===== config.mk =====
export PLATFORM = sky130hd
export DESIGN_NAME = iexp_port_regs
export DESIGN_NICKNAME = d
export VERILOG_FILES = /design/src/iexp_pkg.sv /design/src/iexp_port_regs.sv
export SDC_FILE = /design/constraint.sdc
export NUM_CORES = 1
export LEC_CHECK = 0
export ABC_AREA = 0
export BUFFER_PORTS_ARGS = -buffer_cell sky130_fd_sc_hd__buf_2
export CORE_UTILIZATION = 50
export CTS_CLUSTER_SIZE = 12
export DETAILED_ROUTE_END_ITERATION = 8
export GPL_TIMING_DRIVEN = 0
export PLACE_DENSITY_LB_ADDON = 0.25
export SYNTH_ARGS = -nofsm -noshare
export SYNTH_HDL_FRONTEND = slang
export SYNTH_SLANG_ARGS = --single-unit

===== constraint.sdc =====
create_clock -name I_MCLK -period 2.95 [get_ports I_MCLK]
set_clock_uncertainty 0.15 [all_clocks]
set_input_delay 0.59 -clock I_MCLK [delete_from_list [all_inputs] [get_ports I_MCLK]]
set_output_delay 0.59 -clock I_MCLK [all_outputs]
set_load 0.01 [all_outputs]

===== src/iexp_pkg.sv =====
package iexp_pkg;

   // Bus geometry.
   localparam int ADDR_W   = 8;
   localparam int DATA_W   = 32;
   localparam int BE_W     = 4;
   localparam int BYTE_W   = 8;
   localparam int NUM_PINS = 16;
   localparam int IDX_W    = 6;
   localparam int NUM_WREG = 4;

   // Register indices; the byte address is four times the index.
   localparam logic [IDX_W-1:0] IDX_P0_IN  = 6'h12;
   localparam logic [IDX_W-1:0] IDX_P1_IN  = 6'h13;
   localparam logic [IDX_W-1:0] IDX_P0_OUT = 6'h14;
   localparam logic [IDX_W-1:0] IDX_P1_OUT = 6'h15;
   localparam logic [IDX_W-1:0] IDX_P0_DIR = 6'h16;
   localparam logic [IDX_W-1:0] IDX_P1_DIR = 6'h17;

   // Reset values of the writable registers, in index order from IDX_P0_OUT.
   localparam logic [BYTE_W-1:0] RST_P0_OUT = 8'h00;
   localparam logic [BYTE_W-1:0] RST_P1_OUT = 8'h00;
   localparam logic [BYTE_W-1:0] RST_P0_DIR = 8'h00;
   localparam logic [BYTE_W-1:0] RST_P1_DIR = 8'h00;
   localparam logic [DATA_W-1:0] RD_UNMAPPED = 32'h0000_0000;

   // Pin positions on the 16-pin expander.
   localparam int PIN_PHY_IRQ_A   = 0;
   localparam int PIN_CONN_RST_N  = 1;
   localparam int PIN_CONN_PWRSEL = 2;
   localparam int PIN_CLKB_REFSEL = 5;
   localparam int PIN_CLKA_REFSEL = 6;
   localparam int PIN_CLKA_PD     = 8;
   localparam int PIN_CLKB_PD     = 9;
   localparam int PIN_PHY_IRQ_B   = 15;

   // Pins that exist; reserved positions never drive and read as zero in the input views.
   localparam logic [NUM_PINS-1:0] PIN_IMPL_MASK = 16'h8367;

   // Avalon-MM slave request and answer.
   typedef struct packed {
      logic              read;
      logic              write;
      logic [ADDR_W-1:0] address;
      logic [DATA_W-1:0] writedata;
      logic [BE_W-1:0]   byteenable;
   } iexp_avs_req_t;

   typedef struct packed {
      logic [DATA_W-1:0] readdata;
      logic              waitrequest;
   } iexp_avs_rsp_t;

   // Drive side of the expander pins.
   typedef struct packed {
      logic [NUM_PINS-1:0] out;
      logic [NUM_PINS-1:0] oe;
   } iexp_pin_drv_t;

   typedef enum logic {BUS_IDLE, BUS_ANSWER} iexp_bus_state_t;

endpackage


===== src/iexp_port_regs.sv =====
// Notes on behaviour
// - Bit 7 of the port-1 input register reads the live level of the second PHY interrupt pin.
// - Writes to either input register change nothing in the block.
// - Port-0 output bit 0 sets the level driven on the first PHY interrupt pin.
// - Port-0 output bit 1 sets the level driven on the connector MCU reset pin.
// - Port-0 output bit 2 sets the level driven on the connector power-select pin.
// - Port-0 output bits 5 and 6 drive the reference-select pins of clock generators B and A.
// - Port-1 output bits 0 and 1 drive the refclk power-down pins of clock generators A and B.
// - Port-1 output bit 7 sets the level driven on the second PHY interrupt pin.
// - The port-0 direction register at index 16h is read/write, resets to 00, and a 1 makes pin n an output.
// - The port-1 direction register at index 17h is read/write and resets to 00, so upper pins start as inputs.
// - Bit n of the port-1 direction register sets the direction of pin 8 plus n.
//
// The Avalon-MM slave port is this design's own decision.
module iexp_port_regs (
   // Clock and reset.
   input  wire logic                           I_MCLK,
   input  wire logic                           I_RST,
   // Avalon-MM register slave.
   input  wire iexp_pkg::iexp_avs_req_t        I_AVS_REQ,
   output iexp_pkg::iexp_avs_rsp_t             O_AVS_RSP,
   // Expander pins: level seen, value driven, drive enable.
   input  wire logic [iexp_pkg::NUM_PINS-1:0]  I_PIN_LEVEL,
   output iexp_pkg::iexp_pin_drv_t             O_PIN_DRV
);
   import iexp_pkg::*;

   logic [NUM_PINS-1:0] pin_meta_r;
   logic [NUM_PINS-1:0] pin_sync_r;
   iexp_bus_state_t     state_r;
   iexp_bus_state_t     state_nxt;
   logic [DATA_W-1:0]   rdata_r;
   logic [BYTE_W-1:0]   wreg_r [NUM_WREG];

   // Decode of a register index against a word-aligned byte address.
   function automatic logic reg_hit(input logic [ADDR_W-1:0] addr, input logic [IDX_W-1:0] idx);
      reg_hit = (addr[1:0] == 2'h0) && (addr[ADDR_W-1:2] == idx);
   endfunction

   // Pin levels come from outside the clock domain, so two flops precede any reader.
   always_ff @(posedge I_MCLK or posedge I_RST) begin
      if (I_RST) begin
         pin_meta_r <= 16'h0000;
         pin_sync_r <= 16'h0000;
      end else begin
         pin_meta_r <= I_PIN_LEVEL;
         pin_sync_r <= pin_meta_r;
      end
   end

   // Request qualification and address decode.
   wire bus_req    = I_AVS_REQ.read | I_AVS_REQ.write;
   wire bus_accept = bus_req & (state_r == BUS_ANSWER);
   wire wr_accept  = bus_accept & I_AVS_REQ.write & I_AVS_REQ.byteenable[0];
   wire hit_p0_in  = reg_hit(I_AVS_REQ.address, IDX_P0_IN);
   wire hit_p1_in  = reg_hit(I_AVS_REQ.address, IDX_P1_IN);
   wire hit_p0_out = reg_hit(I_AVS_REQ.address, IDX_P0_OUT);
   wire hit_p1_out = reg_hit(I_AVS_REQ.address, IDX_P1_OUT);
   wire hit_p0_dir = reg_hit(I_AVS_REQ.address, IDX_P0_DIR);
   wire hit_p1_dir = reg_hit(I_AVS_REQ.address, IDX_P1_DIR);

   // Every access waits exactly one cycle; this gives the read mux a full cycle to settle.
   always_comb begin
      state_nxt = state_r;
      case (state_r)
         BUS_IDLE:   state_nxt = bus_req ? BUS_ANSWER : BUS_IDLE;
         BUS_ANSWER: state_nxt = BUS_IDLE;
         default:    state_nxt = BUS_IDLE;
      endcase
   end

   always_ff @(posedge I_MCLK or posedge I_RST) begin
      if (I_RST) begin
         state_r <= BUS_IDLE;
      end else begin
         state_r <= state_nxt;
      end
   end

   // Writable registers in index order; input registers have no storage, so writes to them fall away.
   localparam logic [BYTE_W-1:0] WREG_RST [NUM_WREG] = '{RST_P0_OUT, RST_P1_OUT, RST_P0_DIR, RST_P1_DIR};

   wire [NUM_WREG-1:0] wreg_hit = {hit_p1_dir, hit_p0_dir, hit_p1_out, hit_p0_out};

   // One storage byte per writable register; reserved bits are kept as software wrote them.
   genvar g;
   generate
      for (g = 0; g < NUM_WREG; g++) begin : g_wreg
         always_ff @(posedge I_MCLK or posedge I_RST) begin
            if (I_RST) begin
               wreg_r[g] <= WREG_RST[g];
            end else if (wr_accept && wreg_hit[g]) begin
               wreg_r[g] <= I_AVS_REQ.writedata[BYTE_W-1:0];
            end
         end
      end
   endgenerate

   // Input views show only implemented pins, reserved positions read zero.
   wire [NUM_PINS-1:0] pin_seen = pin_sync_r & PIN_IMPL_MASK;

   // Read selection; unmapped addresses answer with zero.
   wire [BYTE_W-1:0] rd_byte =
      hit_p0_in  ? pin_seen[BYTE_W-1:0]      :
      hit_p1_in  ? pin_seen[NUM_PINS-1:BYTE_W] :
      hit_p0_out ? wreg_r[0]                 :
      hit_p1_out ? wreg_r[1]                 :
      hit_p0_dir ? wreg_r[2]                 :
      hit_p1_dir ? wreg_r[3]                 : 8'h00;
   wire rd_mapped = hit_p0_in | hit_p1_in | hit_p0_out | hit_p1_out | hit_p0_dir | hit_p1_dir;
   wire [DATA_W-1:0] rd_word = rd_mapped ? {24'h00_0000, rd_byte} : RD_UNMAPPED;

   // Read data is caught on the first request cycle and stands through the answer cycle.
   always_ff @(posedge I_MCLK or posedge I_RST) begin
      if (I_RST) begin
         rdata_r <= 32'h0000_0000;
      end else if (I_AVS_REQ.read && state_r == BUS_IDLE) begin
         rdata_r <= rd_word;
      end
   end

   assign O_AVS_RSP.readdata    = rdata_r;
   assign O_AVS_RSP.waitrequest = bus_req & (state_r == BUS_IDLE);

   // Pin drive: values and enables straight from register flops, reserved pins never drive.
   wire [NUM_PINS-1:0] out_word = {wreg_r[1], wreg_r[0]};
   wire [NUM_PINS-1:0] dir_word = {wreg_r[3], wreg_r[2]};
   assign O_PIN_DRV.out = out_word & PIN_IMPL_MASK;
   assign O_PIN_DRV.oe  = dir_word & PIN_IMPL_MASK;

   // Helper views for the checks below.
   wire [NUM_PINS-1:0] drv_out = O_PIN_DRV.out;
   wire [NUM_PINS-1:0] drv_oe  = O_PIN_DRV.oe;
   wire [BYTE_W-1:0]   wbyte   = I_AVS_REQ.writedata[BYTE_W-1:0];
   wire                rd_ans  = bus_accept & I_AVS_REQ.read;

   chk_bus_answer_bound: assert property (
      @(posedge I_MCLK) disable iff (I_RST)
      bus_req |-> ##[0:1] !O_AVS_RSP.waitrequest)
      else $error("Bus request not answered within one cycle.");

   chk_p1_input_live: assert property (
      @(posedge I_MCLK) disable iff (I_RST)
      rd_ans && hit_p1_in |-> rdata_r[7] == $past(pin_sync_r[PIN_PHY_IRQ_B]))
      else $error("Port-1 input bit 7 does not follow the PHY B pin.");

   chk_input_write_null: assert property (
      @(posedge I_MCLK) disable iff (I_RST)
      wr_accept && (hit_p0_in || hit_p1_in) |=> $stable(drv_out) && $stable(drv_oe))
      else $error("Write to an input register changed pin drive.");

   chk_phy_a_level: assert property (
      @(posedge I_MCLK) disable iff (I_RST)
      wr_accept && hit_p0_out |=> drv_out[PIN_PHY_IRQ_A] == $past(wbyte[0]))
      else $error("PHY A pin level does not match written bit 0.");

   chk_conn_rst_cause: assert property (
      @(posedge I_MCLK) disable iff (I_RST)
      $changed(drv_out[PIN_CONN_RST_N]) |-> $past(wr_accept && hit_p0_out))
      else $error("Connector reset level changed without a port-0 output write.");

   chk_conn_pwrsel_level: assert property (
      @(posedge I_MCLK) disable iff (I_RST)
      wr_accept && hit_p0_out ##1 !(wr_accept && hit_p0_out)[*2]
      |-> drv_out[PIN_CONN_PWRSEL] == $past(wbyte[2], 2))
      else $error("Power-select level did not hold the written value.");

   chk_clk_refsel_pair: assert property (
      @(posedge I_MCLK) disable iff (I_RST)
      wr_accept && hit_p0_out |=>
      {drv_out[PIN_CLKA_REFSEL], drv_out[PIN_CLKB_REFSEL]} == $past(wbyte[6:5]))
      else $error("Reference-select pins do not match bits 6 and 5.");

   chk_clk_pd_pair: assert property (
      @(posedge I_MCLK) disable iff (I_RST)
      wr_accept && hit_p1_out |=>
      {drv_out[PIN_CLKB_PD], drv_out[PIN_CLKA_PD]} == $past(wbyte[1:0]))
      else $error("Power-down pins do not match port-1 bits 1 and 0.");

   chk_phy_b_level: assert property (
      @(posedge I_MCLK) disable iff (I_RST)
      $rose(drv_out[PIN_PHY_IRQ_B]) |-> $past(wr_accept && hit_p1_out && wbyte[7]))
      else $error("PHY B pin rose without a write of port-1 bit 7.");

   chk_p0_dir_write: assert property (
      @(posedge I_MCLK) disable iff (I_RST)
      wr_accept && hit_p0_dir |=> drv_oe[BYTE_W-1:0] == ($past(wbyte) & PIN_IMPL_MASK[BYTE_W-1:0]))
      else $error("Port-0 enables do not follow the direction write.");

   chk_p1_dir_readback: assert property (
      @(posedge I_MCLK) disable iff (I_RST)
      rd_ans && hit_p1_dir |-> rdata_r[BYTE_W-1:0] == wreg_r[3])
      else $error("Port-1 direction read back differs from write.");

   chk_p1_dir_map: assert property (
      @(posedge I_MCLK) disable iff (I_RST)
      wr_accept && hit_p1_dir |=> drv_oe[NUM_PINS-1:BYTE_W] == ($past(wbyte) & PIN_IMPL_MASK[NUM_PINS-1:BYTE_W]))
      else $error("Port-1 enables are not mapped to pins 8 and up.");

   chk_out_no_enable: assert property (
      @(posedge I_MCLK) disable iff (I_RST)
      wr_accept && (hit_p0_out || hit_p1_out) |=> $stable(drv_oe))
      else $error("Output value write altered a drive enable.");

   // With no request up the slave must never stall the bus.
   chk_idle_no_wait: assert property (
      @(posedge I_MCLK) disable iff (I_RST)
      !bus_req |-> !O_AVS_RSP.waitrequest)
      else $error("Waitrequest high without a request.");

   // A held request sees exactly one wait cycle.
   chk_wait_one_cycle: assert property (
      @(posedge I_MCLK) disable iff (I_RST)
      bus_req && O_AVS_RSP.waitrequest |=> !O_AVS_RSP.waitrequest)
      else $error("Second wait cycle inserted.");

   // The answer cycle always hands the slave back to idle.
   chk_answer_to_idle: assert property (
      @(posedge I_MCLK) disable iff (I_RST)
      bus_accept |=> state_r == BUS_IDLE)
      else $error("Slave did not return to idle after an answer.");

   // Port-0 input view follows the synchronised low pins, reserved ones masked.
   chk_p0_input_live: assert property (
      @(posedge I_MCLK) disable iff (I_RST)
      rd_ans && hit_p0_in |-> rdata_r[BYTE_W-1:0] == ($past(pin_sync_r[BYTE_W-1:0]) & PIN_IMPL_MASK[BYTE_W-1:0]))
      else $error("Port-0 input view does not follow the pins.");

   // Reserved port-1 input positions read as zero.
   chk_p1_in_reserved: assert property (
      @(posedge I_MCLK) disable iff (I_RST)
      rd_ans && hit_p1_in |-> rdata_r[6:2] == 5'h00)
      else $error("Reserved port-1 input bits read nonzero.");

   // Only the low byte of a word carries register data.
   chk_rd_upper_zero: assert property (
      @(posedge I_MCLK) disable iff (I_RST)
      rd_ans |-> rdata_r[DATA_W-1:BYTE_W] == 24'h00_0000)
      else $error("Upper read data bits are nonzero.");

   // Unmapped and misaligned reads answer with the fixed pattern.
   chk_unmapped_zero: assert property (
      @(posedge I_MCLK) disable iff (I_RST)
      rd_ans && !rd_mapped |-> rdata_r == RD_UNMAPPED)
      else $error("Unmapped read returned data.");

   // A write with lane 0 disabled is answered but changes nothing.
   chk_masked_write_null: assert property (
      @(posedge I_MCLK) disable iff (I_RST)
      bus_accept && I_AVS_REQ.write && !I_AVS_REQ.byteenable[0] |=> $stable(drv_out) && $stable(drv_oe))
      else $error("Masked write changed pin drive.");

   // Port-0 output reads back what was stored.
   chk_p0_out_readback: assert property (
      @(posedge I_MCLK) disable iff (I_RST)
      rd_ans && hit_p0_out |-> rdata_r[BYTE_W-1:0] == wreg_r[0])
      else $error("Port-0 output read back differs.");

   // Port-1 output reads back what was stored.
   chk_p1_out_readback: assert property (
      @(posedge I_MCLK) disable iff (I_RST)
      rd_ans && hit_p1_out |-> rdata_r[BYTE_W-1:0] == wreg_r[1])
      else $error("Port-1 output read back differs.");

   // Port-0 direction reads back what was stored.
   chk_p0_dir_readback: assert property (
      @(posedge I_MCLK) disable iff (I_RST)
      rd_ans && hit_p0_dir |-> rdata_r[BYTE_W-1:0] == wreg_r[2])
      else $error("Port-0 direction read back differs.");

   // Reserved positions never drive, whatever software stored there.
   chk_reserved_no_drive: assert property (
      @(posedge I_MCLK) disable iff (I_RST)
      (drv_oe & ~PIN_IMPL_MASK) == 16'h0000 && (drv_out & ~PIN_IMPL_MASK) == 16'h0000)
      else $error("Reserved pin position is driven.");

   // The PHY B pin falls only on a write of port-1 bit 7 as zero.
   chk_phy_b_fall: assert property (
      @(posedge I_MCLK) disable iff (I_RST)
      $fell(drv_out[PIN_PHY_IRQ_B]) |-> $past(wr_accept && hit_p1_out && !wbyte[7]))
      else $error("PHY B pin fell without a write of zero.");

   // The PHY B pin takes the written bit 7.
   chk_phy_b_write: assert property (
      @(posedge I_MCLK) disable iff (I_RST)
      wr_accept && hit_p1_out |=> drv_out[PIN_PHY_IRQ_B] == $past(wbyte[7]))
      else $error("PHY B pin does not match written bit 7.");

   // The PHY A pin moves only on a port-0 output write.
   chk_phy_a_cause: assert property (
      @(posedge I_MCLK) disable iff (I_RST)
      $changed(drv_out[PIN_PHY_IRQ_A]) |-> $past(wr_accept && hit_p0_out))
      else $error("PHY A pin changed without a port-0 output write.");

   // The connector reset pin takes the written bit 1.
   chk_conn_rst_level: assert property (
      @(posedge I_MCLK) disable iff (I_RST)
      wr_accept && hit_p0_out |=> drv_out[PIN_CONN_RST_N] == $past(wbyte[1]))
      else $error("Connector reset pin does not match written bit 1.");

   // The power-select pin moves only on a port-0 output write.
   chk_pwrsel_cause: assert property (
      @(posedge I_MCLK) disable iff (I_RST)
      $changed(drv_out[PIN_CONN_PWRSEL]) |-> $past(wr_accept && hit_p0_out))
      else $error("Power-select pin changed without a write.");

   // The power-down pins move only on a port-1 output write.
   chk_pd_cause: assert property (
      @(posedge I_MCLK) disable iff (I_RST)
      $changed(drv_out[PIN_CLKB_PD:PIN_CLKA_PD]) |-> $past(wr_accept && hit_p1_out))
      else $error("Power-down pins changed without a write.");

   // Low-byte enables move only on a port-0 direction write.
   chk_dir_p0_cause: assert property (
      @(posedge I_MCLK) disable iff (I_RST)
      $changed(drv_oe[BYTE_W-1:0]) |-> $past(wr_accept && hit_p0_dir))
      else $error("Port-0 enables changed without a direction write.");

   // High-byte enables move only on a port-1 direction write.
   chk_dir_p1_cause: assert property (
      @(posedge I_MCLK) disable iff (I_RST)
      $changed(drv_oe[NUM_PINS-1:BYTE_W]) |-> $past(wr_accept && hit_p1_dir))
      else $error("Port-1 enables changed without a direction write.");

endmodule


After elaboration in Yosys (flattened, before gate mapping)
Cells that the tools add are included.

cells by class
  muxes and demuxes = 9
  equal/unequal tests = 6
  reduce and logical (&&, ||, !) cells = 12
  bitwise logic cells = 11

operators with widths
  kind                count
  $mux 8              7
  $eq 6x5->1 const B  6
  $logic_and 1x1->1   11
  $or 1x1->1          6
  $and 1x1->1         4
  $logic_not 2->1     1
  $pmux 1 s2          1
  $mux 1              1
  $not 1->1           1

storage, ports and cells
  output and inout bits = 65
  bits of input ports = 64
  register bits after elaboration = 97

Logic depth before layout (Yosys ltp)
Gate-level depths: netlist of the first run.

  depth in word-level cells = 9
  depth in mapped cells = 6
  depth with buffers taken out = 4

Least setup slack after synthesis of the first run
OpenSTA, ideal clock, no wires.

  kind = input -> register
  start point = input I_AVS_REQ[43] (netlist name)
  end point = register wreg_r, in the netlist O_PIN_DRV[16]
  path slack = 572 ps
  stages on the path = 5
  library setup time = 125 ps
  data arrival time = 2103 ps
  path through = or4b_4 > nor3b_4 > and4bb_1 > buf_6 > mux2_2

between the ends
  longest elaborated chain between the ends = 3

RTL lines
  what                           RTL line              RTL
  start, declared                iexp_port_regs.sv:20  input wire iexp_pkg::iexp_avs_req_t I_AVS_REQ,
  $eq 6x5->1                     iexp_port_regs.sv:37  reg_hit = (addr[1:0] == 2'h0) && (addr[ADDR_W-1:2] == idx);
  $logic_and 1x1->1              iexp_port_regs.sv:37
  $logic_and 1x1->1              iexp_port_regs.sv:92  end else if (wr_accept && wreg_hit[g]) begin
  end signal, assigned by index  iexp_port_regs.sv:91  wreg_r[g] <= WREG_RST[g];
  end signal, assigned by index  iexp_port_regs.sv:93  wreg_r[g] <= I_AVS_REQ.writedata[BYTE_W-1:0];
  end, declared                  iexp_port_regs.sv:33  logic [BYTE_W-1:0] wreg_r [NUM_WREG];

Every way passes these cells.
A chain may end at the register's enable or synchronous reset.

Worst setup path in the final report of the first run
  start point = input I_AVS_REQ[43] (netlist name)
  end point = register wreg_r, in the netlist dir_word[11]

The elaborated chain is that of the path after synthesis.

==> insert_results.sql, run 1 <==
INSERT INTO impl_metrics (metric_group, metric, value, unit) VALUES
('synthesis', 'synth-seq-area-share', '51.3', '%'),
('routing', 'wire_per_inst', '12.7', 'um'),
('floorplanning', 'coreArea', '5240', 'um2'),
('timing', 'final_critical_path_required_period', '2300', 'ps'),
('cts', 'cts_repair_resize_count', '0', ''),
('synthesis', 'post_synth_instance_area', '2780', 'um2'),
('routing', 'drc', '0', ''),
('critical_path', 'setup.worst_path.start_class', 'input port', ''),
('flow_run', 'max-cap-violations', '0', ''),
('routing', 'drt_first_iter_violations', '130', ''),
('routing', 'first_pass_iters', '4', ''),
('layout', 'fin_nets', '389', ''),
('cts', 'cts-hold-fix-buffers', '0', ''),
('hold_path', 'worst_hold_path_type', 'input port to asynchronous set/reset pin', ''),
('critical_path', 'critical_path.top_delay_family', 'simple AND/OR/NAND/NOR gates', ''),
('cts', 'clkLatencyLatePin', '320', 'ps'),
('routing', 'drt_wl_total', '5080', 'um'),
('timing', 'report.final.hold_viol_count', '0', ''),
('grt', 'grt_usage', '19.3', '%'),
('synthesis', 'post_synth_inst_count', '222', ''),
('timing', 'grt_setup_unrepaired', 'false', ''),
('floorplanning', 'chipWidth', '76.6', 'um'),
('synthesis', 'netlist_top_cells_area', 'sky130_fd_sc_hd__dfrtp_1 (51%), sky130_fd_sc_hd__buf_4 (15%), sky130_fd_sc_hd__mux2_2 (14%), sky130_fd_sc_hd__mux4_2 (4.1%), sky130_fd_sc_hd__mux2i_1 (1.4%)', ''),
('floorplanning', 'die_height', '76.6', 'um'),
('critical_path', 'critical_path_cell_by_cell', 'buf_2 -> or4b_4 -> nor3b_4 -> and4_1 -> buf_6 -> mux2_2', ''),
('cts', 'cts_setup_buffers', '0', ''),
('synthesis', 'avgSynthCellArea', '12.5', 'um2'),
('synthesis', 'ys_seq_elements', '57', ''),
('critical_path', 'critical_path.endpoint_type', 'flop', ''),
('timing', 'setup_violations', '0', ''),
('pwr', 'total_power', '0.00166', 'W'),
('floorplanning', 'rows', '26', ''),
('floorplanning', 'pin_count', '129', ''),
('pwr', 'cellPowerDensity', '477', 'nW/um2'),
('layout', 'antenna_cells', '0', ''),
('timing', 'period_utilization', '78.0', '%'),
('critical_path', 'cpPeakStageDelay', '550', 'ps'),
('timing', 'tightestPinTransition', '567', 'ps'),
('layout', 'area_growth', '25.4', '%'),
('timing', 'relSlewSlack', '62.1', '%'),
('timing', 'final.setup.tns', '0', 'ps'),
('place', 'place.detailed.instances', '384', ''),
('pwr', 'max-vdd-ir-drop', '0.000510', 'V'),
('layout', 'fin_cells', '400', ''),
('cts', 'clockRootBuffer', 'sky130_fd_sc_hd__clkbuf_8', ''),
('cts', 'clkSlewWorstSetupHoldPaths', '60', 'ps'),
('synthesis', 'synth_edf_count', '0', ''),
('cts', 'cts_tree', 'yes', ''),
('synthesis', 'yosys.area.top_type', 'sky130_fd_sc_hd__dfrtp_1', ''),
('grt', 'largest_net_degree_at_the_start_of_global_routing', '33', ''),
('pwr', 'leakagePower', '1.96', 'nW'),
('place', 'place.gp.congestion', '0.752', ''),
('place', 'portBuffers', '52', ''),
('floorplanning', 'design.die.area', '5860', 'um2'),
('synthesis', 'yosys_warnings', '0', ''),
('critical_path', 'cp_num_buf_inv', '2', ''),
('layout', 'n_fill_cell', '441', ''),
('critical_path', 'critical_path_arrival', '2350', 'ps'),
('routing', 'route.vias.total', '1803', ''),
('timing', 'max_clock_freq', '0.435', 'GHz'),
('floorplanning', 'start_util', '53.1', '%'),
('layout', 'share_of_layout_cells_above_drive_strength_1', '53.0', '%'),
('cts', 'cts_htree_levels', '3', ''),
('cts', 'numCtsBuffers', '9', ''),
('synthesis', 'synth_cell_types', '32', ''),
('grt', 'global_route_wire_length_before_repair', '8560', 'um'),
('synthesis', 'synth-async-reset-ratio', '100', '%'),
('cts', 'cts_max_path_buffers', '2', ''),
('synthesis', 'synth_top_area_share', '51.3', '%'),
('timing', 'whs', '164', 'ps'),
('routing', 'detail_route.vias_per_cell', '4.51', ''),
('routing', 'remaining_antenna_violation_count', '0', ''),
('critical_path', 'timing.critical_path.required', '3000', 'ps'),
('synthesis', 'dominantRegCellSynth', 'sky130_fd_sc_hd__dfrtp_1', ''),
('layout', 'postLayoutCoreUtil', '66.6', '%'),
('grt', 'number_of_global_route_vias_before_repair', '1759', ''),
('critical_path', 'path_class', 'input port to flop', ''),
('grt', 'antenna_found_initial', '0', ''),
('critical_path', 'critical_path_peak_fanout', '8', ''),
('timing', 'final_max_slew_viol_count', '0', ''),
('run_status', 'status', 'completed', ''),
('critical_path', 'cp_slowest_cell', 'sky130_fd_sc_hd__or4b_4', ''),
('grt', 'grt-ovfl-total', '0', ''),
('cts', 'tritoncts_num_sinks', '57', '');
layout make-up:
| cell class | count | area, um2 | area share [%] |
|---|---|---|---|
| buffer | 65 | 475 | 13.6 |
| inverter | 3 | 11.3 | 0.323 |
| timing repair buffer | 53 | 280 | 8.04 |
| clock buffer | 14 | 183 | 5.24 |
| multi-input combinational | 136 | 1010 | 29.1 |
| sequential | 57 | 1430 | 40.9 |
| tap | 70 | 87.6 | 2.51 |
| clock inverter | 2 | 10.0 | 0.287 |
synthesized netlist by cell type, drive strengths merged (2+ instances only):
cell type  instances
buf               62
dfrtp             57
mux2              35
nand2             10
a21oi              6
nor2               6
o21ai              6
mux4               5
nand3              5
mux2i              4
and3               3
clkbuf             3
inv                3
a31oi              2
nor2b              2
flip-flops by register name, summed over array words and instances (netlist names):
name / count
out_word: 8
state_r: 1
O_PIN_DRV: 16
pin_meta_r: 8
dir_word: 8
pin_sync_r: 8
rdata_r: 8
metrics by stage:
step | cell area (um2) | worst slack [ps]
after CTS | 3490 | 658
after detailed placement | 3290 | 306
after floorplan | 2930 | 572
after global routing | 3490 | 590
after global placement | 3270 | 157
final | 3490 | 649
placed cells by master, fill, tap and decap left out:
cell type                   n
sky130_fd_sc_hd__dfrtp_1   57
sky130_fd_sc_hd__a22o_1     1
sky130_fd_sc_hd__o21ai_0    6
sky130_fd_sc_hd__mux2i_1    4
sky130_fd_sc_hd__a31oi_1    2
sky130_fd_sc_hd__buf_12     1
sky130_fd_sc_hd__nand4_2    1
sky130_fd_sc_hd__or4b_4     1
sky130_fd_sc_hd__clkbuf_1   4
sky130_fd_sc_hd__mux2_2    35
sky130_fd_sc_hd__mux4_2     5
sky130_fd_sc_hd__buf_4     57
sky130_fd_sc_hd__inv_1      2
sky130_fd_sc_hd__nor3b_4    1
sky130_fd_sc_hd__buf_1      1
sky130_fd_sc_hd__buf_2     54
sky130_fd_sc_hd__clkinv_2   2
sky130_fd_sc_hd__o31ai_1    1
sky130_fd_sc_hd__or4_4      1
sky130_fd_sc_hd__nand3_2    1
sky130_fd_sc_hd__nand3b_1   1
sky130_fd_sc_hd__conb_1    40
sky130_fd_sc_hd__and3_1     3
sky130_fd_sc_hd__and4bb_1   1
sky130_fd_sc_hd__o211ai_1   1
sky130_fd_sc_hd__and4_1     1
sky130_fd_sc_hd__nor2b_1    2
sky130_fd_sc_hd__clkbuf_8  13
sky130_fd_sc_hd__nand3_1    4
sky130_fd_sc_hd__inv_2      1
sky130_fd_sc_hd__a211oi_1   1
sky130_fd_sc_hd__nand2b_1   1
sky130_fd_sc_hd__a21oi_1    6
sky130_fd_sc_hd__buf_6      2
sky130_fd_sc_hd__nand2_1   10
sky130_fd_sc_hd__nor2_1     6
final timing paths:
path	startpoint	to	slack [ps]	depth (start not counted)
setup / recovery	I_AVS_REQ[43]	dir_word[11]$_DFFE_PP0P_	650	6
min in group I_MCLK	pin_meta_r[5]$_DFF_PP0_	pin_sync_r[5]$_DFF_PP0_	200	0
hold reg to reg	pin_meta_r[5]$_DFF_PP0_	pin_sync_r[5]$_DFF_PP0_	200	0
hold / removal	I_RST	out_word[7]$_DFFE_PP0P_	160	2
max in group asynchronous	I_RST	dir_word[3]$_DFFE_PP0P_	1920	3
setup reg to reg	state_r$_DFF_PP0_	rdata_r[6]$_DFFE_PP0P_	1150	5
per-layer routing:
layer,up-vias,global-route usage [%],share of wire (%)
met1,847,24.6,44
met3,4,6.95,8.1
met2,78,29.4,47
met5,-,0,0
li1,874,-,-
met4,0,9.04,0.65
where the power goes:
part           switching, W  total, W  leakage [nW]  internal (W)
clock network      0.000289  0.000683         0.102      0.000394
logic             0.0000889  0.000170          1.10     0.0000813
registers        0.00000860  0.000810         0.756      0.000801
total              0.000387   0.00166          1.96       0.00128
logic make-up after synthesis:
| kind of cell | after synthesis | synth area share [%] |
|---|---|---|
| multiplexers | 44 | 19.7 |
| AO/OA/AOI/OAI | 18 | 3.74 |
| flip-flops | 57 | 51.3 |
| buffers and inverters | 68 | 17.5 |
| other | 1 | 0.135 |
| AND/OR/NAND/NOR | 34 | 7.65 |
(Power assumes the default switching activity.)
==> inputs of run 2 (changes only) <==
--- a/config.mk
+++ b/config.mk
@@ -7,7 +7,7 @@
 export LEC_CHECK = 0
 export ABC_AREA = 0
 export BUFFER_PORTS_ARGS = -buffer_cell sky130_fd_sc_hd__buf_2
-export CORE_UTILIZATION = 50
+export CORE_UTILIZATION = 42
 export CTS_CLUSTER_SIZE = 12
 export DETAILED_ROUTE_END_ITERATION = 8
 export GPL_TIMING_DRIVEN = 0
==> constraint.sdc (replaced) <==
create_clock -name I_MCLK -period 1.9 [get_ports I_MCLK]
set_clock_uncertainty 0.15 [all_clocks]
set_input_delay 0.38 -clock I_MCLK [delete_from_list [all_inputs] [get_ports I_MCLK]]
set_output_delay 0.38 -clock I_MCLK [all_outputs]
set_load 0.01 [all_outputs]
==> run 2 against run 1 <==
Effect of this change:
- the run now ends with negative setup slack left
- count of clock-buffer cells in the layout is 3 lower
- clock power is 130% higher
- global-route usage is 2.8 points lower
- via count is 1.3% higher
- hold slack better by 6.2 ps
- combinational power is 65% higher
- sequential power is 56% higher
- setup slack worse by 710 ps
- core utilization is 7.9 points lower
- sequential share of layout area is 2.8 points lower
- register-to-register slack worse by 1000 ps
- wire length is 4.8% higher
- largest cell class unchanged
==> insert_results.sql, run 2 (synthesis results as in run 1) <==
INSERT INTO impl_metrics (metric_group, metric, value, unit) VALUES
('floorplanning', 'die_height', '83.4', 'um'),
('pwr', 'power.sequential.fraction', '40.6', '%'),
('layout', 'antenna_cells', '0', ''),
('grt', 'grt-ovfl-total', '0', ''),
('critical_path', 'cpPeakStageDelay', '550', 'ps'),
('cts', 'numCtsBuffers', '9', ''),
('timing', 'report.final.hold_viol_count', '0', ''),
('critical_path', 'setup.worst_path.start', 'I_AVS_REQ[37]', ''),
('timing', 'final_critical_path_required_period', '1960', 'ps'),
('floorplanning', 'pin_count', '129', ''),
('routing', 'drt_wl_total', '5320', 'um'),
('critical_path', 'critical_path_arrival', '2030', 'ps'),
('pwr', 'total_power', '0.00310', 'W'),
('cts', 'clkSlewWorstSetupHoldPaths', '70', 'ps'),
('cts', 'cts_htree_levels', '3', ''),
('place', 'portBuffers', '52', ''),
('routing', 'first_pass_iters', '4', ''),
('layout', 'area_growth', '34.8', '%'),
('critical_path', 'path_class', 'input port to flop', ''),
('layout', 'final_design_area_no_fill', '3750', 'um2'),
('pwr', 'leakagePower', '2.04', 'nW'),
('layout', 'fin_nets', '398', ''),
('place', 'detailed_place.area', '3290', 'um2'),
('floorplanning', 'design.die.area', '6950', 'um2'),
('grt', 'global_route_wire_length_before_repair', '8740', 'um'),
('timing', 'tightestPinTransition', '1180', 'ps'),
('layout', 'share_of_layout_cells_above_drive_strength_1', '52.8', '%'),
('grt', 'grt_usage', '16.5', '%'),
('cts', 'cts_tree', 'yes', ''),
('timing', 'fin_ws', '-60.8', 'ps'),
('critical_path', 'critical_path.endpoint_type', 'flop', ''),
('critical_path', 'timing.rr.start', 'state_r$_DFF_PP0_', ''),
('grt', 'antenna_found_initial', '0', ''),
('critical_path', 'setup.worst_path.start_class', 'input port', ''),
('routing', 'wire_per_inst', '12.8', 'um'),
('cts', 'cts_max_path_buffers', '2', ''),
('grt', 'number_of_global_route_vias_before_repair', '1714', ''),
('pwr', 'power.combinational.fraction', '9.1', '%'),
('critical_path', 'critical_path.top_delay_family', 'simple AND/OR/NAND/NOR gates', ''),
('routing', 'drc', '0', ''),
('critical_path', 'timing.reg2reg.worst_path_depth', '3', ''),
('critical_path', 'timing.critical_path.required', '1970', 'ps'),
('run_status', 'failing_checks', 'negative setup slack', ''),
('flow_run', 'max-cap-violations', '0', ''),
('hold_path', 'worst_hold_path_type', 'input port to flop', ''),
('hold_path', 'worst_min_path_start', 'I_AVS_REQ[44]', ''),
('critical_path', 'cp_slowest_cell', 'sky130_fd_sc_hd__or4b_4', ''),
('cts', 'clockRootBuffer', 'sky130_fd_sc_hd__clkbuf_8', ''),
('layout', 'layout_commonest_cell', 'sky130_fd_sc_hd__buf_4', ''),
('pwr', 'cellPowerDensity', '826', 'nW/um2'),
('floorplanning', 'coreArea', '6390', 'um2'),
('timing', 'whs', '171', 'ps'),
('floorplanning', 'rows', '29', ''),
('hold_path', 'min_path_cells', '3', ''),
('routing', 'drt_first_iter_violations', '83', ''),
('pwr', 'cellInternalPower', '0.00246', 'W'),
('pwr', 'power.share.clock', '50.3', '%'),
('place', 'place.gp.congestion', '0.771', ''),
('critical_path', 'critical_path_cell_by_cell', 'buf_6 -> or4b_4 -> nor3b_4 -> and4_1 -> buf_6 -> mux2_4', ''),
('timing', 'period_utilization', '103', '%'),
('critical_path', 'critical_path_depth', '6', ''),
('timing', 'final_max_slew_viol_count', '0', ''),
('routing', 'detail_route.vias_per_cell', '4.39', ''),
('floorplanning', 'start_util', '43.5', '%'),
('run_status', 'status', 'finished with violations', ''),
('layout', 'flip_flop_count_of_the_largest_register_after_layout', '16', ''),
('critical_path', 'critical_path_peak_fanout', '8', ''),
('timing', 'grt_setup_unrepaired', 'true', ''),
('routing', 'remaining_antenna_violation_count', '0', ''),
('pwr', 'total_switching_power', '0.000641', 'W'),
('pwr', 'swShare', '20.7', '%'),
('timing', 'max_clock_freq', '0.510', 'GHz'),
('layout', 'most_frequent_cells_in_the_layout', 'sky130_fd_sc_hd__buf_4 (60), sky130_fd_sc_hd__dfrtp_1 (57), sky130_fd_sc_hd__buf_2 (52)', ''),
('cts', 'clkLatencyLatePin', '340', 'ps'),
('routing', 'route.vias.total', '1827', ''),
('timing', 'setup_violations', '23', ''),
('timing', 'relSlewSlack', '21.1', '%'),
('layout', 'postLayoutCoreUtil', '58.7', '%'),
('critical_path', 'cp_num_buf_inv', '2', ''),
('pwr', 'max-vdd-ir-drop', '0.000456', 'V'),
('critical_path', 'cp_common_cell', 'sky130_fd_sc_hd__buf_6', ''),
('place', 'hpwl', '3650', 'um'),
('floorplanning', 'chipWidth', '83.4', 'um'),
('cts', 'tritoncts_num_sinks', '57', ''),
('grt', 'largest_net_degree_at_the_start_of_global_routing', '58', '');
-- run 2: cell count changes in the layout (fill, tap and decap cells not counted), moves of 2 or more --
cell | before | now
sky130_fd_sc_hd__mux2_2 | 35 | 19
sky130_fd_sc_hd__bufinv_16 | 0 | 4
sky130_fd_sc_hd__mux2_4 | 0 | 16
sky130_fd_sc_hd__buf_6 | 2 | 4
sky130_fd_sc_hd__dlygate4sd3_1 | 0 | 8
sky130_fd_sc_hd__clkbuf_8 | 13 | 11
sky130_fd_sc_hd__buf_2 | 54 | 52
sky130_fd_sc_hd__buf_4 | 57 | 60
-- run 2: layout make-up --
| cell class | instances | area, um2 |
|---|---|---|
| clock inverter | 5 | 125 |
| inverter | 3 | 15.0 |
| clock buffer | 11 | 151 |
| multi-input combinational | 136 | 1090 |
| sequential | 57 | 1430 |
| tap | 77 | 96.3 |
| buffer | 64 | 472 |
| timing repair buffer | 63 | 375 |
| fill | 543 | 2640 |
-- run 2: worst register-to-register path: stages (launching register included) --
cell and delay, ps:
sky130_fd_sc_hd__dfrtp_1 400, sky130_fd_sc_hd__nand2b_1 300, sky130_fd_sc_hd__or4_4 590, sky130_fd_sc_hd__o31ai_1 240
-- run 2: final timing paths --
kind                                            end  slack (ps)
setup / recovery           dir_word[12]$_DFFE_PP0P_         -60
hold / removal                    state_r$_DFF_PP0_         170
setup reg to reg             rdata_r[7]$_DFFE_PP0P_         120
hold reg to reg             pin_sync_r[1]$_DFF_PP0_         200
max in group asynchronous   pin_meta_r[6]$_DFF_PP0_         800
min in group asynchronous   pin_meta_r[8]$_DFF_PP0_         180
-- run 2: per-layer routing --
metal | global-route usage, % | wire [um] | share of wire (%) | vias up
met5 | 0 | 0 | 0 | -
li1 | - | - | - | 894
met4 | 8.46 | 98 | 1.8 | 0
met2 | 24.1 | 2430 | 46 | 68
met3 | 4.97 | 355 | 6.7 | 10
met1 | 22.2 | 2440 | 46 | 855
-- run 2: repair_timing --
| action | in CTS | in global routing |
|---|---|---|
| resized for setup | 13 | 5 |
| setup buffers | 1 | 2 |
| pin swaps | 4 | 3 |
| setup endpoints to repair | 32 | 33 |
| hold buffers | 8 | 0 |
| hold endpoints to repair | 8 | 0 |
-- run 2: power groups by stage --
stage / logic, W / registers [W] / clock network [W]
after floorplan: 0.000192 / 0.00127 / 0
after global placement: 0.000258 / 0.00128 / 0
after detailed placement: 0.000260 / 0.00128 / 0
after CTS: 0.000278 / 0.00126 / 0.00158
after global routing: 0.000310 / 0.00126 / 0.00164
final: 0.000281 / 0.00126 / 0.00156
-- run 2: stage by stage --
step | TNS, ps | instances | setup slack [ps]
2_1_floorplan | -6250 | 261 | -267
3_3_place_gp | -15840 | 390 | -488
3_5_place_dp | -16530 | 390 | -512
4_1_cts | -2610 | 415 | -121
5_1_grt | -2210 | 416 | -109
6_report | -872 | 416 | -60.8
